$ cat src/design/cip_pkg.sv
/*
  Shared constants for the configurable inhibit pin: register offsets,
  field positions, reset values, timing counts and mode encodings.
  Assumes a 100 MHz system clock and a 32-bit APB register bus.
*/
package cip_pkg;

  // Pin function selection.
  typedef enum logic [1:0] {
    CIP_FUNC_INHIBIT = 2'b00,
    CIP_FUNC_INPUT = 2'b01,
    CIP_FUNC_OUTPUT = 2'b10
  } cip_func_t;

  // Value driven in output function.
  typedef enum logic [1:0] {
    CIP_OVAL_TRUE = 2'b00,
    CIP_OVAL_FALSE = 2'b01,
    CIP_OVAL_PWM = 2'b10
  } cip_oval_t;

  // Register byte offsets.
  localparam logic [7:0] CIP_CTRL_OFS = 8'h00;
  localparam logic [7:0] CIP_ONOFF_OFS = 8'h04;
  localparam logic [7:0] CIP_STATUS_OFS = 8'h08;
  localparam logic [7:0] CIP_PWM_PER_OFS = 8'h0c;
  localparam logic [7:0] CIP_PWM_DUTY_OFS = 8'h10;

  // Control register fields.
  localparam int CIP_CTRL_INV_BIT = 0;
  localparam int CIP_CTRL_FUNC_LSB = 1;
  localparam int CIP_CTRL_LATCH_BIT = 3;
  localparam int CIP_CTRL_OVAL_LSB = 4;

  // On/off and status fields.
  localparam int CIP_ONOFF_ON_BIT = 0;
  localparam int CIP_STAT_IN_BIT = 0;
  localparam int CIP_STAT_BLOCK_BIT = 1;
  localparam int CIP_STAT_TRIP_BIT = 2;
  localparam int CIP_STAT_OUTEN_BIT = 3;

  // Reset values.
  localparam logic [15:0] CIP_PWM_PER_RST = 16'h0064;
  localparam logic [15:0] CIP_PWM_DUTY_RST = 16'h0032;

  // Timing: least low time of a latching pulse.
  localparam int CIP_CLK_PERIOD_NS = 10;
  localparam int CIP_LATCH_MIN_US = 30;
  localparam logic [11:0] CIP_LATCH_MIN_CYC =
    12'((CIP_LATCH_MIN_US * 1000 + CIP_CLK_PERIOD_NS - 1) / CIP_CLK_PERIOD_NS);

  // Maps a logical value to a pin level and back; normal polarity is active low.
  function automatic logic cip_pol(input logic x, input logic inv);
    cip_pol = ~(x ^ inv);
  endfunction

  // True for every offset that holds a register.
  function automatic logic cip_mapped(input logic [7:0] a);
    cip_mapped = (a == CIP_CTRL_OFS) || (a == CIP_ONOFF_OFS) || (a == CIP_STATUS_OFS) ||
                 (a == CIP_PWM_PER_OFS) || (a == CIP_PWM_DUTY_OFS);
  endfunction

endpackage

$ cat src/design/cip_sync.sv
/*
  Two-stage synchroniser for the asynchronous pin level.
  Assumes the input may change at any time relative to mclk.
*/
`timescale 1ns/1ps
`default_nettype none
module cip_sync (
  input wire logic mclk, // System clock.
  input wire logic rst, // Asynchronous reset, active high.
  input wire logic d, // Asynchronous level.
  output logic q // Synchronised level.
);

  typedef struct packed {
    logic s1;
    logic s2;
  } cip_sync_st_t;

  cip_sync_st_t st_reg;
  cip_sync_st_t st_next;

  // The first stage feeds only the second, so metastability never reaches logic.
  always_comb begin
    st_next = st_reg;
    st_next.s1 = d;
    st_next.s2 = st_reg.s1;
  end

  // Resets high, the level of an unconnected pin.
  always_ff @(posedge mclk or posedge rst) begin
    if (rst) begin
      st_reg <= 2'b11;
    end else begin
      st_reg <= st_next;
    end
  end

  assign q = st_reg.s2;

endmodule
`default_nettype wire

$ cat src/design/cip_pwm.sv
/*
  PWM generator: period and high time in system clock cycles.
  Assumes settings are stable software registers on the same clock.
*/
`timescale 1ns/1ps
`default_nettype none
module cip_pwm (
  input wire logic mclk, // System clock.
  input wire logic rst, // Asynchronous reset, active high.
  input wire logic en, // Run the waveform.
  input wire logic [15:0] period, // Cycles per period.
  input wire logic [15:0] duty, // Asserted cycles per period.
  output logic wave // Logical waveform, registered.
);

  typedef struct packed {
    logic [15:0] cnt;
    logic wave;
  } cip_pwm_st_t;

  cip_pwm_st_t st_reg;
  cip_pwm_st_t st_next;

  // A zero period gives a steady deasserted output rather than a stuck counter.
  always_comb begin
    st_next = st_reg;
    if (!en || period == 16'h0000) begin
      st_next.cnt = 16'h0000;
      st_next.wave = 1'b0;
    end else begin
      if (st_reg.cnt >= period - 16'h0001) begin
        st_next.cnt = 16'h0000;
      end else begin
        st_next.cnt = st_reg.cnt + 16'h0001;
      end
      st_next.wave = st_reg.cnt < duty;
    end
  end

  // Counter and output register.
  always_ff @(posedge mclk or posedge rst) begin
    if (rst) begin
      st_reg <= '0;
    end else begin
      st_reg <= st_next;
    end
  end

  assign wave = st_reg.wave;

endmodule
`default_nettype wire

$ cat src/design/cip_top.sv
/*
  Configurable inhibit pin: one rear-connector pin acting as a level or
  latched output inhibit, a plain input, or an output (1, 0 or PWM),
  with a polarity invert. Registers are reached over APB.
  Assumes one 100 MHz clock; the pin level is asynchronous to it.
*/
// Decided for this implementation: the register addresses and the APB interface to the registers.
`timescale 1ns/1ps
`default_nettype none
module cip_top (
  input wire logic mclk, // System clock, 100 MHz.
  input wire logic rst, // Asynchronous reset, active high.
  input wire logic psel, // APB select.
  input wire logic penable, // APB enable.
  input wire logic pwrite, // APB direction.
  input wire logic [7:0] paddr, // APB byte address.
  input wire logic [31:0] pwdata, // APB write data.
  output logic [31:0] prdata, // APB read data.
  output logic pready, // APB ready.
  output logic pslverr, // APB error on unmapped offset.
  input wire logic pin_in, // Pin level seen at the connector.
  output logic pin_out, // Level driven on the pin.
  output logic pin_oe, // High while the pin is driven.
  output logic out_allowed, // Instrument output may operate.
  output logic on_indicator, // On indication to the panel.
  output logic output_block_input // Level inhibit active, for the front_display.
);
  import cip_pkg::*;

  typedef struct packed {
    logic inv;
    cip_func_t func;
    logic latch;
    cip_oval_t oval;
    logic [15:0] pwm_per;
    logic [15:0] pwm_duty;
    logic on;
    logic trip;
    logic [11:0] wcnt;
    logic in_val;
    logic blk;
    logic out_en;
    logic pin_out;
    logic pin_oe;
    logic [31:0] rdata;
  } cip_top_st_t;

  cip_top_st_t st_reg;
  cip_top_st_t st_next;

  logic pin_s;
  logic pwm_wave;
  logic in_lvl;
  logic wr_acc;
  logic rd_setup;
  logic living_blk;
  logic latch_mode;
  logic trip_fire;
  logic on_wr;

  // Synchronise the pin before any decision reads it.
  cip_sync u_sync (
    .mclk(mclk),
    .rst(rst),
    .d(pin_in),
    .q(pin_s)
  );

  // PWM runs only while the pin is an output set to PWM.
  cip_pwm u_pwm (
    .mclk(mclk),
    .rst(rst),
    .en(st_reg.func == CIP_FUNC_OUTPUT && st_reg.oval == CIP_OVAL_PWM),
    .period(st_reg.pwm_per),
    .duty(st_reg.pwm_duty),
    .wave(pwm_wave)
  );

  // Bus strobes; a write acts only in the access phase.
  assign wr_acc = psel & penable & pwrite;
  assign rd_setup = psel & ~penable & ~pwrite;
  assign on_wr = wr_acc && paddr == CIP_ONOFF_OFS;

  // Logical pin level: asserted means inhibit requested or input reads 1.
  assign in_lvl = cip_pol(pin_s, st_reg.inv);
  assign latch_mode = st_reg.func == CIP_FUNC_INHIBIT && st_reg.latch;

  // Idle level never blocks; the asserted level blocks while it lasts.
  assign living_blk = st_reg.func == CIP_FUNC_INHIBIT && !st_reg.latch && in_lvl;

  // Trip fires once, on the cycle the pulse reaches its least width.
  assign trip_fire = latch_mode && in_lvl && st_reg.on &&
                     st_reg.wcnt == CIP_LATCH_MIN_CYC - 12'h001;

  // Next-state logic for the whole block.
  always_comb begin
    st_next = st_reg;
    st_next.in_val = in_lvl;

    // Width counter saturates so a long pulse trips only once.
    if (latch_mode && in_lvl) begin
      if (st_reg.wcnt != CIP_LATCH_MIN_CYC) begin
        st_next.wcnt = st_reg.wcnt + 12'h001;
      end
    end else begin
      st_next.wcnt = 12'h000;
    end

    // Software clears the trip flag by writing one.
    if (wr_acc && paddr == CIP_STATUS_OFS && pwdata[CIP_STAT_TRIP_BIT]) begin
      st_next.trip = 1'b0;
    end

    // Operator on/off; only this write can switch the output on again.
    if (on_wr) begin
      st_next.on = pwdata[CIP_ONOFF_ON_BIT];
    end

    // Trip placed last so it wins over a same-cycle clear or switch-on.
    if (trip_fire) begin
      st_next.on = 1'b0;
      st_next.trip = 1'b1;
    end

    // Level inhibit forces the output to zero but leaves on set.
    st_next.blk = living_blk;
    st_next.out_en = st_next.on && !living_blk;

    // Pin drive.
    st_next.pin_oe = st_reg.func == CIP_FUNC_OUTPUT;
    case (st_reg.oval)
      CIP_OVAL_TRUE: st_next.pin_out = cip_pol(1'b1, st_reg.inv);
      CIP_OVAL_FALSE: st_next.pin_out = cip_pol(1'b0, st_reg.inv);
      CIP_OVAL_PWM: st_next.pin_out = cip_pol(pwm_wave, st_reg.inv);
      default: st_next.pin_out = 1'b1;
    endcase
    if (st_reg.func != CIP_FUNC_OUTPUT) begin
      st_next.pin_out = 1'b1;
    end

    // Configuration writes.
    if (wr_acc && paddr == CIP_CTRL_OFS) begin
      st_next.inv = pwdata[CIP_CTRL_INV_BIT];
      st_next.func = cip_func_t'(pwdata[CIP_CTRL_FUNC_LSB +: 2]);
      st_next.latch = pwdata[CIP_CTRL_LATCH_BIT];
      st_next.oval = cip_oval_t'(pwdata[CIP_CTRL_OVAL_LSB +: 2]);
    end
    if (wr_acc && paddr == CIP_PWM_PER_OFS) begin
      st_next.pwm_per = pwdata[15:0];
    end
    if (wr_acc && paddr == CIP_PWM_DUTY_OFS) begin
      st_next.pwm_duty = pwdata[15:0];
    end

    // Read data is captured in the setup cycle so prdata comes from a flop.
    if (rd_setup) begin
      st_next.rdata = 32'h0000_0000;
      case (paddr)
        CIP_CTRL_OFS: begin
          st_next.rdata[CIP_CTRL_INV_BIT] = st_reg.inv;
          st_next.rdata[CIP_CTRL_FUNC_LSB +: 2] = st_reg.func;
          st_next.rdata[CIP_CTRL_LATCH_BIT] = st_reg.latch;
          st_next.rdata[CIP_CTRL_OVAL_LSB +: 2] = st_reg.oval;
        end
        CIP_ONOFF_OFS: st_next.rdata[CIP_ONOFF_ON_BIT] = st_reg.on;
        CIP_STATUS_OFS: begin
          st_next.rdata[CIP_STAT_IN_BIT] = st_reg.in_val;
          st_next.rdata[CIP_STAT_BLOCK_BIT] = st_reg.blk;
          st_next.rdata[CIP_STAT_TRIP_BIT] = st_reg.trip;
          st_next.rdata[CIP_STAT_OUTEN_BIT] = st_reg.out_en;
        end
        CIP_PWM_PER_OFS: st_next.rdata[15:0] = st_reg.pwm_per;
        CIP_PWM_DUTY_OFS: st_next.rdata[15:0] = st_reg.pwm_duty;
        default: st_next.rdata = 32'h0000_0000;
      endcase
    end
  end

  // State register; reset gives inhibit, living, normal polarity, output off.
  always_ff @(posedge mclk or posedge rst) begin
    if (rst) begin
      st_reg <= '0;
      st_reg.pin_out <= 1'b1;
      st_reg.pwm_per <= CIP_PWM_PER_RST;
      st_reg.pwm_duty <= CIP_PWM_DUTY_RST;
    end else begin
      st_reg <= st_next;
    end
  end

  // Zero-wait slave; unmapped offsets answer with an error.
  assign pready = 1'b1;
  assign pslverr = psel & penable & ~cip_mapped(paddr);
  assign prdata = st_reg.rdata;
  assign pin_out = st_reg.pin_out;
  assign pin_oe = st_reg.pin_oe;
  assign out_allowed = st_reg.out_en;
  assign on_indicator = st_reg.on;
  assign output_block_input = st_reg.blk;

  // Cycles the synchronised pin has sat at its idle level, for the restore check.
  logic [1:0] idle_cnt;
  always_ff @(posedge mclk or posedge rst) begin
    if (rst) begin
      idle_cnt <= 2'b00;
    end else if (in_lvl) begin
      idle_cnt <= 2'b00;
    end else if (idle_cnt != 2'b11) begin
      idle_cnt <= idle_cnt + 2'b01;
    end
  end
endmodule
`default_nettype wire

$ cat config.mk
export PLATFORM = sky130hd
export DESIGN_NAME = cip_top
export DESIGN_NICKNAME = d
export VERILOG_FILES = /design/src/design/cip_pkg.sv /design/src/design/cip_sync.sv /design/src/design/cip_pwm.sv /design/src/design/cip_top.sv
export SDC_FILE = /design/constraint.sdc
export NUM_CORES = 1
export LEC_CHECK = 0
export BUFFER_PORTS_ARGS = -buffer_cell sky130_fd_sc_hd__buf_2
export CAP_MARGIN = 15
export CELL_PAD_IN_SITES_DETAIL_PLACEMENT = 2
export CELL_PAD_IN_SITES_GLOBAL_PLACEMENT = 2
export CORE_UTILIZATION = 32
export DETAILED_ROUTE_END_ITERATION = 8
export GPL_ROUTABILITY_DRIVEN = 0
export GPL_TIMING_DRIVEN = 1
export PLACE_DENSITY = 0.72
export SYNTH_ARGS = -nofsm -noshare
export SYNTH_HDL_FRONTEND = slang
export SYNTH_SLANG_ARGS = --single-unit
$ cat constraint.sdc
create_clock -name mclk -period 2.9 [get_ports mclk]
set_input_delay 0.58 -clock mclk [delete_from_list [all_inputs] [get_ports mclk]]
set_output_delay 0.58 -clock mclk [all_outputs]
set_load 0.01 [all_outputs]
; ---- Yosys cells after proc, flatten, opt, wreduce, memory -nomap -nowiden
; Cells that the tools add are included.
[classes]
addsub = 3
eq_ne = 11
n_reduce_logical = 27
n_mux = 13
bitwise_logic = 13
order_cmp = 2
[ops]
columns = op, n
row1 = 12-bit two-way mux, 2
row2 = 10-bit case mux with 2 select lines, 1
row3 = 17-bit two-way mux, 1
row4 = 16-bit by 1-bit adder with 16-bit output (second input constant), 1
row5 = 8-bit by 4-bit == test with 1-bit output (second input constant), 2
row6 = 16-bit >= comparator, 1
row7 = 16-bit zero test, 1
row8 = 16-bit < comparator, 1
row9 = 16-bit two-way mux, 1
row10 = 16-bit by 1-bit subtractor with 16-bit output (second input constant), 1
row11 = 1-bit logical AND, 14
row12 = 12-bit by 1-bit adder with 12-bit output (second input constant), 1
row13 = 12-bit == test (second input constant), 1
row14 = 12-bit != test (second input constant), 1
row15 = 3-bit case mux with 4 select lines, 1
row16 = 8-bit by 3-bit == test with 1-bit output (second input constant), 1
row17 = 8-bit by 5-bit == test with 1-bit output (second input constant), 1
row18 = 8-bit zero test, 1
row19 = 1-bit NOT, 6
row20 = 2-bit case mux with 3 select lines, 1
row21 = 1-bit bitwise AND, 5
row22 = 1-bit logical OR, 5
row23 = 1-bit case mux with 5 select lines, 1
row24 = 2-bit == test (second input constant), 2
row25 = 10 further kinds, 16
[word_totals]
elab_cells = 88
out_inout_bits = 39
ff_bits = 92

; ---- Depth between registers and ports, before layout
; Gate-level depths: netlist (run 1).
[depth]
ltp_word = 7
mapped_depth = 13
ltp_nobuf = 12

; ---- Cells and area by module
; From an unflattened synthesis (run 1), not the netlist that was laid out.
[hier_totals]
hier_cells = 519
area_unflattened_um2 = 5559.1
[modules_own_cells]
columns = module, area_per_inst_um2, seq_area_each_um2, cells_each, n_inst
row1 = cip_top, 3711.1, 1835.5, 308, 1
row2 = cip_pwm, 1791.7, 425.4, 208, 1
row3 = cip_sync, 56.3, 52.6, 3, 1

; ---- Least setup slack after synthesis (run 1)
; OpenSTA, ideal clock, no wires.
[synth_timing]
path_kind = reg2reg
start = register st_reg[71] (netlist name)
end = register u_pwm.st_reg[10] (netlist name)
synth_period_minus_slack_ps = 2775
slack_ps = 125
t_arrival_ps = 2651
path_stages_with_launch = 13
t_required_ps = 2775
path_buffers = 1
cell_sequence = dfrtp_1 > nor4_2 > nor4b_4 > nand2_2 > nor4_2 > xnor2_1 > ha_1 > nand4_1 > nor3_1 > a31oi_1 > o21ai_1 > buf_2 > nor3_1
[synth_lines]
columns = element, line
row1 = from (decl), cip_top.sv:48  ; cip_top_st_t st_reg;
row2 = from (signal assigned), cip_top.sv:187  ; st_reg <= st_next;
row3 = to (signal assigned), cip_pwm.sv:45  ; st_reg <= st_next;
row4 = to (decl), cip_pwm.sv:21  ; cip_pwm_st_t st_reg;

==> metrics.md, run 1 <==
| Metric | Value |
|---|---|
| Status | finished clean |
| Critical path's largest stage delay | 0.41 ns |
| Maximum clock path buffer count | 2 |
| CP max FO | 15 |
| CP endpoint kind | flop |
| Post-CTS Setup Inserts | 0 |
| IO Count | 85 |
| Clock sink count | 92 |
| Fillers | 1,704 |
| Fin util | 38.1% |
| Clk Tree Root Cell | clkbuf_16 |
| Synthesized cell area | 5310 µm² |
| Routed via count | 4,036 |
| RR Startpoint | st_reg[71]$_DFFE_PP0P_ |
| Post-synth ARST share | 100% |
| Area of the multi-input gates | 2720 µm² |
| Mapped Cells | 531 |
| Slowest CP cell | dfrtp_1 |
| Worst hold stages | 1 |
| Leak Pwr | 0.00290 µW |
| Place WS | -0.117 ns |
| Die area | 17,100 µm² |
| Post-synth cell types | 58 |
| Startpoint Class | flop |
| Crit path DAT | 3.14 ns |
| Mean post-synth cell area | 10.0 µm² |
| First-pass GRT wire length | 23.7 mm |
| PnR worst setup slack | 0.0185 ns |
| Initial antenna violation count | 0 |
| Most used DFF post-synth | dfrtp_1 |
| Largest net degree at the start of global routing | 93 |
| TritonCTS clock tree | done |
| IO buf count | 51 |
| Worst reg2reg endpoint | u_pwm.st_reg[4]$_DFF_PP0_ |
| Most frequent CP cell | nor3_2 |
| Routed WL per cell | 18.1 µm |
| Drt via density | 5.05 |
| Diode count | 0 |
| First-pass detailed-route iteration total | 4 |
| GR Util All Layers | 18.4% |
| Sequential area share after synthesis | 43.6% |
| R2R setup slack | 0.02 ns |
| Synth area leader | dfrtp_1 |
| Worst slew pin tran | 0.768 ns |
| # setup viols final | 0 |
| Hold Vio Cnt, Final | 0 |
| Layout Nets | 660 |
| Required time worst endpoint | 3.16 ns |
| Reg2reg path depth | 11 |
| Crit-path cells | nor4_4, nor4b_4, nand2_2, nor3_2, xnor2_1, ha_1, nand4_1, nor3_2, a21oi_1, nand2_4, nor3_1 |
| Clock-pin slew on the worst setup and hold paths | 0.07 ns |
| Clock insertion delay at the later pin of the skew report | 0.35 ns |
| Area share of the largest cell type after synthesis | 39.1% |
| Layout cell share with drive strength beyond 1 | 23.8% |
| Hold Path Sink | u_sync.st_next[0]$_DFF_PP1_ |
| Top post-synthesis cells by area | dfrtp_1 (39%), ha_1 (8.3%), buf_4 (4.8%), dfstp_2 (4.5%), mux2_2 (4.2%) |
| Ys Warns | 0 |
| Die Y | 131 µm |
| CTS H-tree depth | 3 |
| Num CTS Buffers | 9 |
| Fin Hold WS | 0.320 ns |
| Min cycle time layout | 2.88 ns |
| # DRC | 0 |
| Final wirelength | 14.4 mm |
| Gr ovfl total | 0 |
| Max FFs per register | 52 |
| Setup CP Type | reg -> reg |
| Post-route clock skew | 0.00763 ns |
| Min-delay src | pin_in |
| Area grow syn2layout | 15.3% |
| Initial Utilization | 33.1% |
| CTS Hold Buffers Added | 0 |
| EDFF count, synth | 0 |
| Pwr dens | 468 nW/µm² |
| Die W | 131 µm |
| Slew headroom | 48.6% |
| Vias in the first global route | 4,528 |
| Fmax | 347 MHz |
| Post-route ant nets | 0 |
| RSZ-0062 raised after global routing | yes |
| DRT iter0 DRCs | 194 |
| Hold Path Class | in -> reg |
| Max-cap violations | 0 |
| Slew Viols, Final | 0 |
| Hpwl dp | 11.0 mm |
| Floorplan core area | 16,100 µm² |
| Final period util | 99.4% |
| Synthesized flop and latch total | 92 |
| Row count | 46 |
| Storage cell area | 2310 µm² |
| Maximum VDD drop | 0.000273 V |
[synth_stat cells (3+ instances only)]
library cell and n:
nor3b_1 3, a221oi_1 10, and2_1 3, o22ai_1 4, nand4_1 8, a21oi_1 13, nand3_1 12, nand2_1 43
ha_1 35, nor3_1 22, mux2_2 20, a211oi_1 3, nor2_1 57, nand2b_1 4, dfrtp_1 83, buf_4 34
xor2_1 19, inv_1 24, buf_2 6, nor3_2 4, o21ai_0 28, mux2_1 3, a22o_1 3, and3_1 10
xnor2_1 20, dfstp_2 9, mux2i_1 7, a31oi_1 3, clkbuf_1 5
[stage by stage]
stage                     setup TNS (ns)  area [µm²]  total power [µW]  instances
final                                  0        6120              2860        800
after global routing               -2.11        6120              2990        800
after CTS                              0        6080              2910        800
after detailed placement           -1.75        5730              1600        784
after global placement                 0        5730              1590        784
after floorplan                        0        5370              1540        546
[timing repair]
item | CTS | global route
pin swaps | 0 | 0
setup endpoints to repair | 16 | 16
resized for setup | 5 | 8
cloned | 0 | 0
[worst max-delay path, delay by kind of cell (launching register included)]
kind | cells | cell delay, ns
simple gates | 8 | 1.61
xor+xnor | 1 | 0.19
flops | 1 | 0.41
fa+ha+maj | 1 | 0.30
compound gates | 1 | 0.27
[cells by family (layout without fill, tap and decap cells)]
family | after synthesis | count (layout) | synth area share, %
xor gates and xnor gates | 39 | 39 | 6.44
muxes | 31 | 31 | 6.62
DFF | 92 | 92 | 43.6
AOI/OAI and AO/OA | 75 | 75 | 9.01
and+or+nand+nor | 187 | 187 | 18.3
buffers and inverters | 70 | 108 | 7.64
other | 2 | 17 | 0.141
adders and majority gates | 35 | 35 | 8.25
[layout by cell type (no fill, tap or decap), types with 2 or more instances in the layout]
| cell | count |
|---|---|
| clkbuf_1 | 2 |
| nor3b_1 | 3 |
| a21oi_1 | 13 |
| a2111oi_0 | 2 |
| a221oi_1 | 10 |
| a21o_1 | 2 |
| o21ai_0 | 28 |
| dfrtp_1 | 83 |
| nor3_2 | 11 |
| and3_1 | 10 |
| mux2_1 | 3 |
| mux2i_1 | 7 |
| buf_4 | 15 |
| bufinv_16 | 2 |
| nor2b_1 | 2 |
| a31oi_1 | 3 |
| nand3_1 | 12 |
| conb_1 | 17 |
| a211oi_1 | 2 |
| nand2b_1 | 4 |
| nand2_1 | 43 |
| inv_1 | 23 |
| mux2_2 | 20 |
| dfstp_2 | 9 |
| buf_12 | 2 |
| clkinv_4 | 3 |
| o22ai_1 | 4 |
| nand4_1 | 8 |
| nor2_1 | 57 |
| and4_1 | 2 |
| xnor2_1 | 19 |
| clkbuf_16 | 9 |
| xor2_1 | 19 |
| and2_1 | 3 |
| buf_2 | 51 |
| a22o_1 | 3 |
| nor4_4 | 2 |
| nor3_1 | 15 |
| ha_1 | 35 |
[layer usage]
metal  track usage, %  vias to the layer above  routed length [µm]
met2             31.0                       54                7150
met5                0                        -                   0
met4             6.29                        0                 221
li1                 -                     1899                   -
met3             3.14                       20                 342
met1             23.9                     2063                6740
[power breakdown]
| group | internal [µW] | switching (µW) | total, µW |
|---|---|---|---|
| logic | 85.9 | 145 | 231 |
| registers | 1320 | 23.0 | 1350 |
| clock network | 761 | 527 | 1290 |
[how the worst max path moves through the flow]
stage                           startpoint                         end  slack [ns]  cells after the start
detailed placement  st_reg[71]$_DFFE_PP0P_  u_pwm.st_reg[12]$_DFF_PP0_       -0.12                     13
finish              st_reg[71]$_DFFE_PP0P_   u_pwm.st_reg[4]$_DFF_PP0_        0.02                     11
floorplan           st_reg[71]$_DFFE_PP0P_  u_pwm.st_reg[10]$_DFF_PP0_        0.12                     12
global route        st_reg[71]$_DFFE_PP0P_   u_pwm.st_reg[4]$_DFF_PP0_       -0.15                     12
global placement    st_reg[71]$_DFFE_PP0P_  u_pwm.st_reg[13]$_DFF_PP0_       0.006                     13
CTS                 st_reg[71]$_DFFE_PP0P_  u_pwm.st_reg[11]$_DFF_PP0_       0.004                     12
[cell type report]
type | count | area share (%)
Multi-Input combinational cell | 384 | 44.4
Clock buffer | 11 | 3.80
Tap cell | 216 | 4.42
Timing Repair Buffer | 68 | 6.66
Sequential cell | 92 | 37.8
Clock inverter | 5 | 1.41
Inverter | 24 | 1.53
No activity file was read; power rests on OpenSTA's default activity.
==> inputs of run 2 (changes only) <==
--- a/config.mk
+++ b/config.mk
@@ -5,15 +5,17 @@
 export SDC_FILE = /design/constraint.sdc
 export NUM_CORES = 1
 export LEC_CHECK = 0
+export ABC_AREA = 1
 export BUFFER_PORTS_ARGS = -buffer_cell sky130_fd_sc_hd__buf_2
 export CAP_MARGIN = 15
 export CELL_PAD_IN_SITES_DETAIL_PLACEMENT = 2
 export CELL_PAD_IN_SITES_GLOBAL_PLACEMENT = 2
-export CORE_UTILIZATION = 32
+export CORE_UTILIZATION = 31
+export CTS_CLUSTER_SIZE = 24
 export DETAILED_ROUTE_END_ITERATION = 8
 export GPL_ROUTABILITY_DRIVEN = 0
 export GPL_TIMING_DRIVEN = 1
-export PLACE_DENSITY = 0.72
+export PLACE_DENSITY = 0.74
 export SYNTH_ARGS = -nofsm -noshare
 export SYNTH_HDL_FRONTEND = slang
 export SYNTH_SLANG_ARGS = --single-unit
==> run 2 against run 1 <==
Effect of this change:
- wire length rose by 17%
- sequential share of layout area fell by 1.2 points
- global-route usage rose by 1.3 points
- core utilization fell by 3.0 points
- maximum frequency rose by 7.3%
- clock power fell by 7%
- combinational power rose by 10%
- clock-buffer cell count fell by 2
- critical path type unchanged
- largest cell class unchanged
- largest power group unchanged
==> metrics.md, run 2 <==
| Metric | Value |
|---|---|
| Status | finished clean (unchanged) |
| Layout cell share with drive strength beyond 1 | 16.5% (was 23.8%) |
| Synthesized cell area | 5700 µm² (was 5310 µm²) |
| Die W | 138 µm (was 131 µm) |
| Leak Pwr | 0.00316 µW (was 0.00290 µW) |
| DRT iter0 DRCs | 135 (was 194) |
| RSZ-0062 raised after global routing | no (was yes) |
| IO Count | 85 (unchanged) |
| TritonCTS clock tree | done (unchanged) |
| Post-route clock skew | 0.0108 ns (was 0.00763 ns) |
| Floorplan core area | 18,000 µm² (was 16,100 µm²) |
| Setup CP Type | reg -> reg (unchanged) |
| Area grow syn2layout | 11.0% (was 15.3%) |
| Ys Warns | 0 (unchanged) |
| First-pass GRT wire length | 28.0 mm (was 23.7 mm) |
| Commonest non-fill, non-tap cell in the layout | nand2_1 (was dfrtp_1) |
| GR Util All Layers | 19.7% (was 18.4%) |
| Commonest cells after routing, fill and taps aside | nand2_1 (169), inv_1 (90), dfrtp_1 (83) (was dfrtp_1 (83), nor2_1 (57), buf_2 (51)) |
| Min-delay src | pin_in (unchanged) |
| Routed WL per cell | 17.3 µm (was 18.1 µm) |
| # setup viols final | 0 (unchanged) |
| Final wirelength | 16.8 mm (was 14.4 mm) |
| Slew Viols, Final | 0 (unchanged) |
| Clk Tree Root Cell | clkbuf_16 (unchanged) |
| Synth area leader | dfrtp_1 (unchanged) |
| Routed via count | 4,743 (was 4,036) |
| Die Y | 138 µm (was 131 µm) |
| Row count | 49 (was 46) |
| Drt via density | 4.87 (was 5.05) |
| Vias in the first global route | 5,438 (was 4,528) |
| Fillers | 2,082 (was 1,704) |
| Mapped Cells | 701 (was 531) |
| Post-CTS Setup Inserts | 3 (was 0) |
| Largest net degree at the start of global routing | 93 (unchanged) |
| Most frequent cell after synthesis | nand2_1 (was dfrtp_1) |
| Hold Vio Cnt, Final | 0 (unchanged) |
| R2R setup slack | 0.22 ns (was 0.02 ns) |
| Finished Cell Area | 6330 µm² (was 6120 µm²) |
| Fmax | 372 MHz (was 347 MHz) |
| Final period util | 92.6% (was 99.4%) |
| Clock sink count | 92 (unchanged) |
| Initial Utilization | 31.6% (was 33.1%) |
| Most frequent cells after synthesis | nand2_1 (169), inv_1 (91), dfrtp_1 (83) (was dfrtp_1 (83), nor2_1 (57), nand2_1 (43)) |
| CTS Hold Buffers Added | 0 (unchanged) |
| EDFF count, synth | 0 (unchanged) |
| Min cycle time layout | 2.68 ns (was 2.88 ns) |
| Initial antenna violation count | 0 (unchanged) |
| Worst hold stages | 1 (unchanged) |
| Clock insertion delay at the later pin of the skew report | 0.36 ns (was 0.35 ns) |
| Hold Path Sink | u_sync.st_next[0]$_DFF_PP1_ (unchanged) |
| Setup Total Neg Slack | 0 ns (unchanged) |
| Worst slew pin tran | 0.682 ns (was 0.768 ns) |
| Post-synth cell types | 45 (was 58) |
| Sequential area share after synthesis | 40.6% (was 43.6%) |
| Post-route ant nets | 0 (unchanged) |
| Startpoint Class | flop (unchanged) |
| Max FFs per register | 52 (unchanged) |
| Diode count | 0 (unchanged) |
| Place WS | 0.0955 ns (was -0.117 ns) |
| Maximum clock path buffer count | 2 (unchanged) |
| Layout Nets | 821 (was 660) |
| Post-synth ARST share | 100% (unchanged) |
| Required time worst endpoint | 3.15 ns (was 3.16 ns) |
| Post-DP Area | 6000 µm² (was 5730 µm²) |
| # DRC | 0 (unchanged) |
| CP max FO | 7 (was 15) |
| Slew headroom | 54.4% (was 48.6%) |
| Worst reg2reg endpoint | u_pwm.st_reg[16]$_DFF_PP0_ (was u_pwm.st_reg[4]$_DFF_PP0_) |
| CP endpoint kind | flop (unchanged) |
| Die area | 18,900 µm² (was 17,100 µm²) |
| Max-cap violations | 0 (unchanged) |
| Area share of the largest cell type after synthesis | 36.4% (was 39.1%) |
| Pwr dens | 438 nW/µm² (was 468 nW/µm²) |
| RR Startpoint | st_reg[70]$_DFFE_PP0P_ (was st_reg[71]$_DFFE_PP0P_) |
| Number of gates resized after CTS | 0 (was 5) |
| Num CTS Buffers | 9 (unchanged) |
| Synthesized flop and latch total | 92 (unchanged) |
| Hpwl dp | 12.9 mm (was 11.0 mm) |
| Reg2reg path depth | 13 (was 11) |
| Mean post-synth cell area | 8.13 µm² (was 10.0 µm²) |
| Crit path DAT | 2.94 ns (was 3.14 ns) |
| IO buf count | 51 (unchanged) |
| Maximum VDD drop | 0.000276 V (was 0.000273 V) |
| Gr ovfl total | 0 (unchanged) |
| Most used DFF post-synth | dfrtp_1 (unchanged) |
| CTS H-tree depth | 3 (unchanged) |
| Clock-pin slew on the worst setup and hold paths | 0.07 ns (about the same) |
| Top post-synthesis cells by area | dfrtp_1 (36%), nand2_1 (11%), ha_1 (7.7%), inv_1 (6.0%), buf_4 (4.3%) (was dfrtp_1 (39%), ha_1 (8.3%), buf_4 (4.8%), dfstp_2 (4.5%), mux2_2 (4.2%)) |
| Hold Path Class | in -> reg (unchanged) |
| First-pass detailed-route iteration total | 4 (unchanged) |
| PnR worst setup slack | 0.215 ns (was 0.0185 ns) |
run 2: logic make-up after synthesis:
kind of cell    Yosys count  synth area share [%]
fa+ha+maj                35                  7.68
flops                    92                  40.6
simple gates            303                  24.9
compound gates          101                  9.81
other cells               2                 0.132
xor+xnor                 27                  4.28
buf+inv                 141                  12.6
run 2: how the worst max path moves through the flow:
stage                                 from                    endpoint  cells after the start
global placement    st_reg[67]$_DFFE_PP0P_   u_pwm.st_reg[1]$_DFF_PP0_                     13
global route        st_reg[70]$_DFFE_PP0P_  u_pwm.st_reg[16]$_DFF_PP0_                     13
floorplan           st_reg[67]$_DFFE_PP0P_   u_pwm.st_reg[8]$_DFF_PP0_                     13
finish              st_reg[70]$_DFFE_PP0P_  u_pwm.st_reg[16]$_DFF_PP0_                     13
detailed placement  st_reg[70]$_DFFE_PP0P_   u_pwm.st_reg[1]$_DFF_PP0_                     13
CTS                 st_reg[70]$_DFFE_PP0P_  u_pwm.st_reg[16]$_DFF_PP0_                     13
run 2: through the flow:
stage          util (%)  total power (µW)  hold slack [ns]  std cells
2_1_floorplan         -              1530            0.345        716
6_report           35.1              2770            0.316        974
3_3_place_gp       33.3              1580            0.348        956
5_1_grt            35.1              2900            0.295        974
4_1_cts            35.1              2820            0.296        974
3_5_place_dp       33.3              1600            0.355        956
run 2: power by group:
part	switching [µW]	total, µW	internal [µW]
clock	591	1200	605
combinational	169	255	86.1
sequential	17.0	1320	1310
run 2: cell type report:
| cell class | instances | area (µm²) | share of cell area (%) |
|---|---|---|---|
| inverters | 95 | 362 | 5.71 |
| flip-flops and latches | 92 | 2310 | 36.6 |
| well taps | 229 | 287 | 4.53 |
| clock inverters | 7 | 65.1 | 1.03 |
| multi-input cells | 483 | 2720 | 43.0 |
| clock buffers | 9 | 225 | 3.56 |
| repair buffers | 59 | 353 | 5.58 |
run 2: metal layers:
layer	global-route usage, %	up-vias	part of all wire [%]
met5	0	-	0
met4	7.33	0	2.5
met3	3.16	26	2.3
met2	37.9	67	54
met1	21.3	2390	41
li1	-	2260	-
run 2: critical path, stage by stage (launching register included):
cell     delay (ns)
dfrtp_1        0.44
nor2_1         0.13
nand3_1        0.20
nor2_1         0.24
nand4_1        0.14
xor2_1         0.16
inv_1          0.06
ha_1           0.30
nand2_1        0.10
nor4_1         0.31
nand2_1        0.14
nand3_4        0.15
buf_12         0.17
nor2_1         0.05
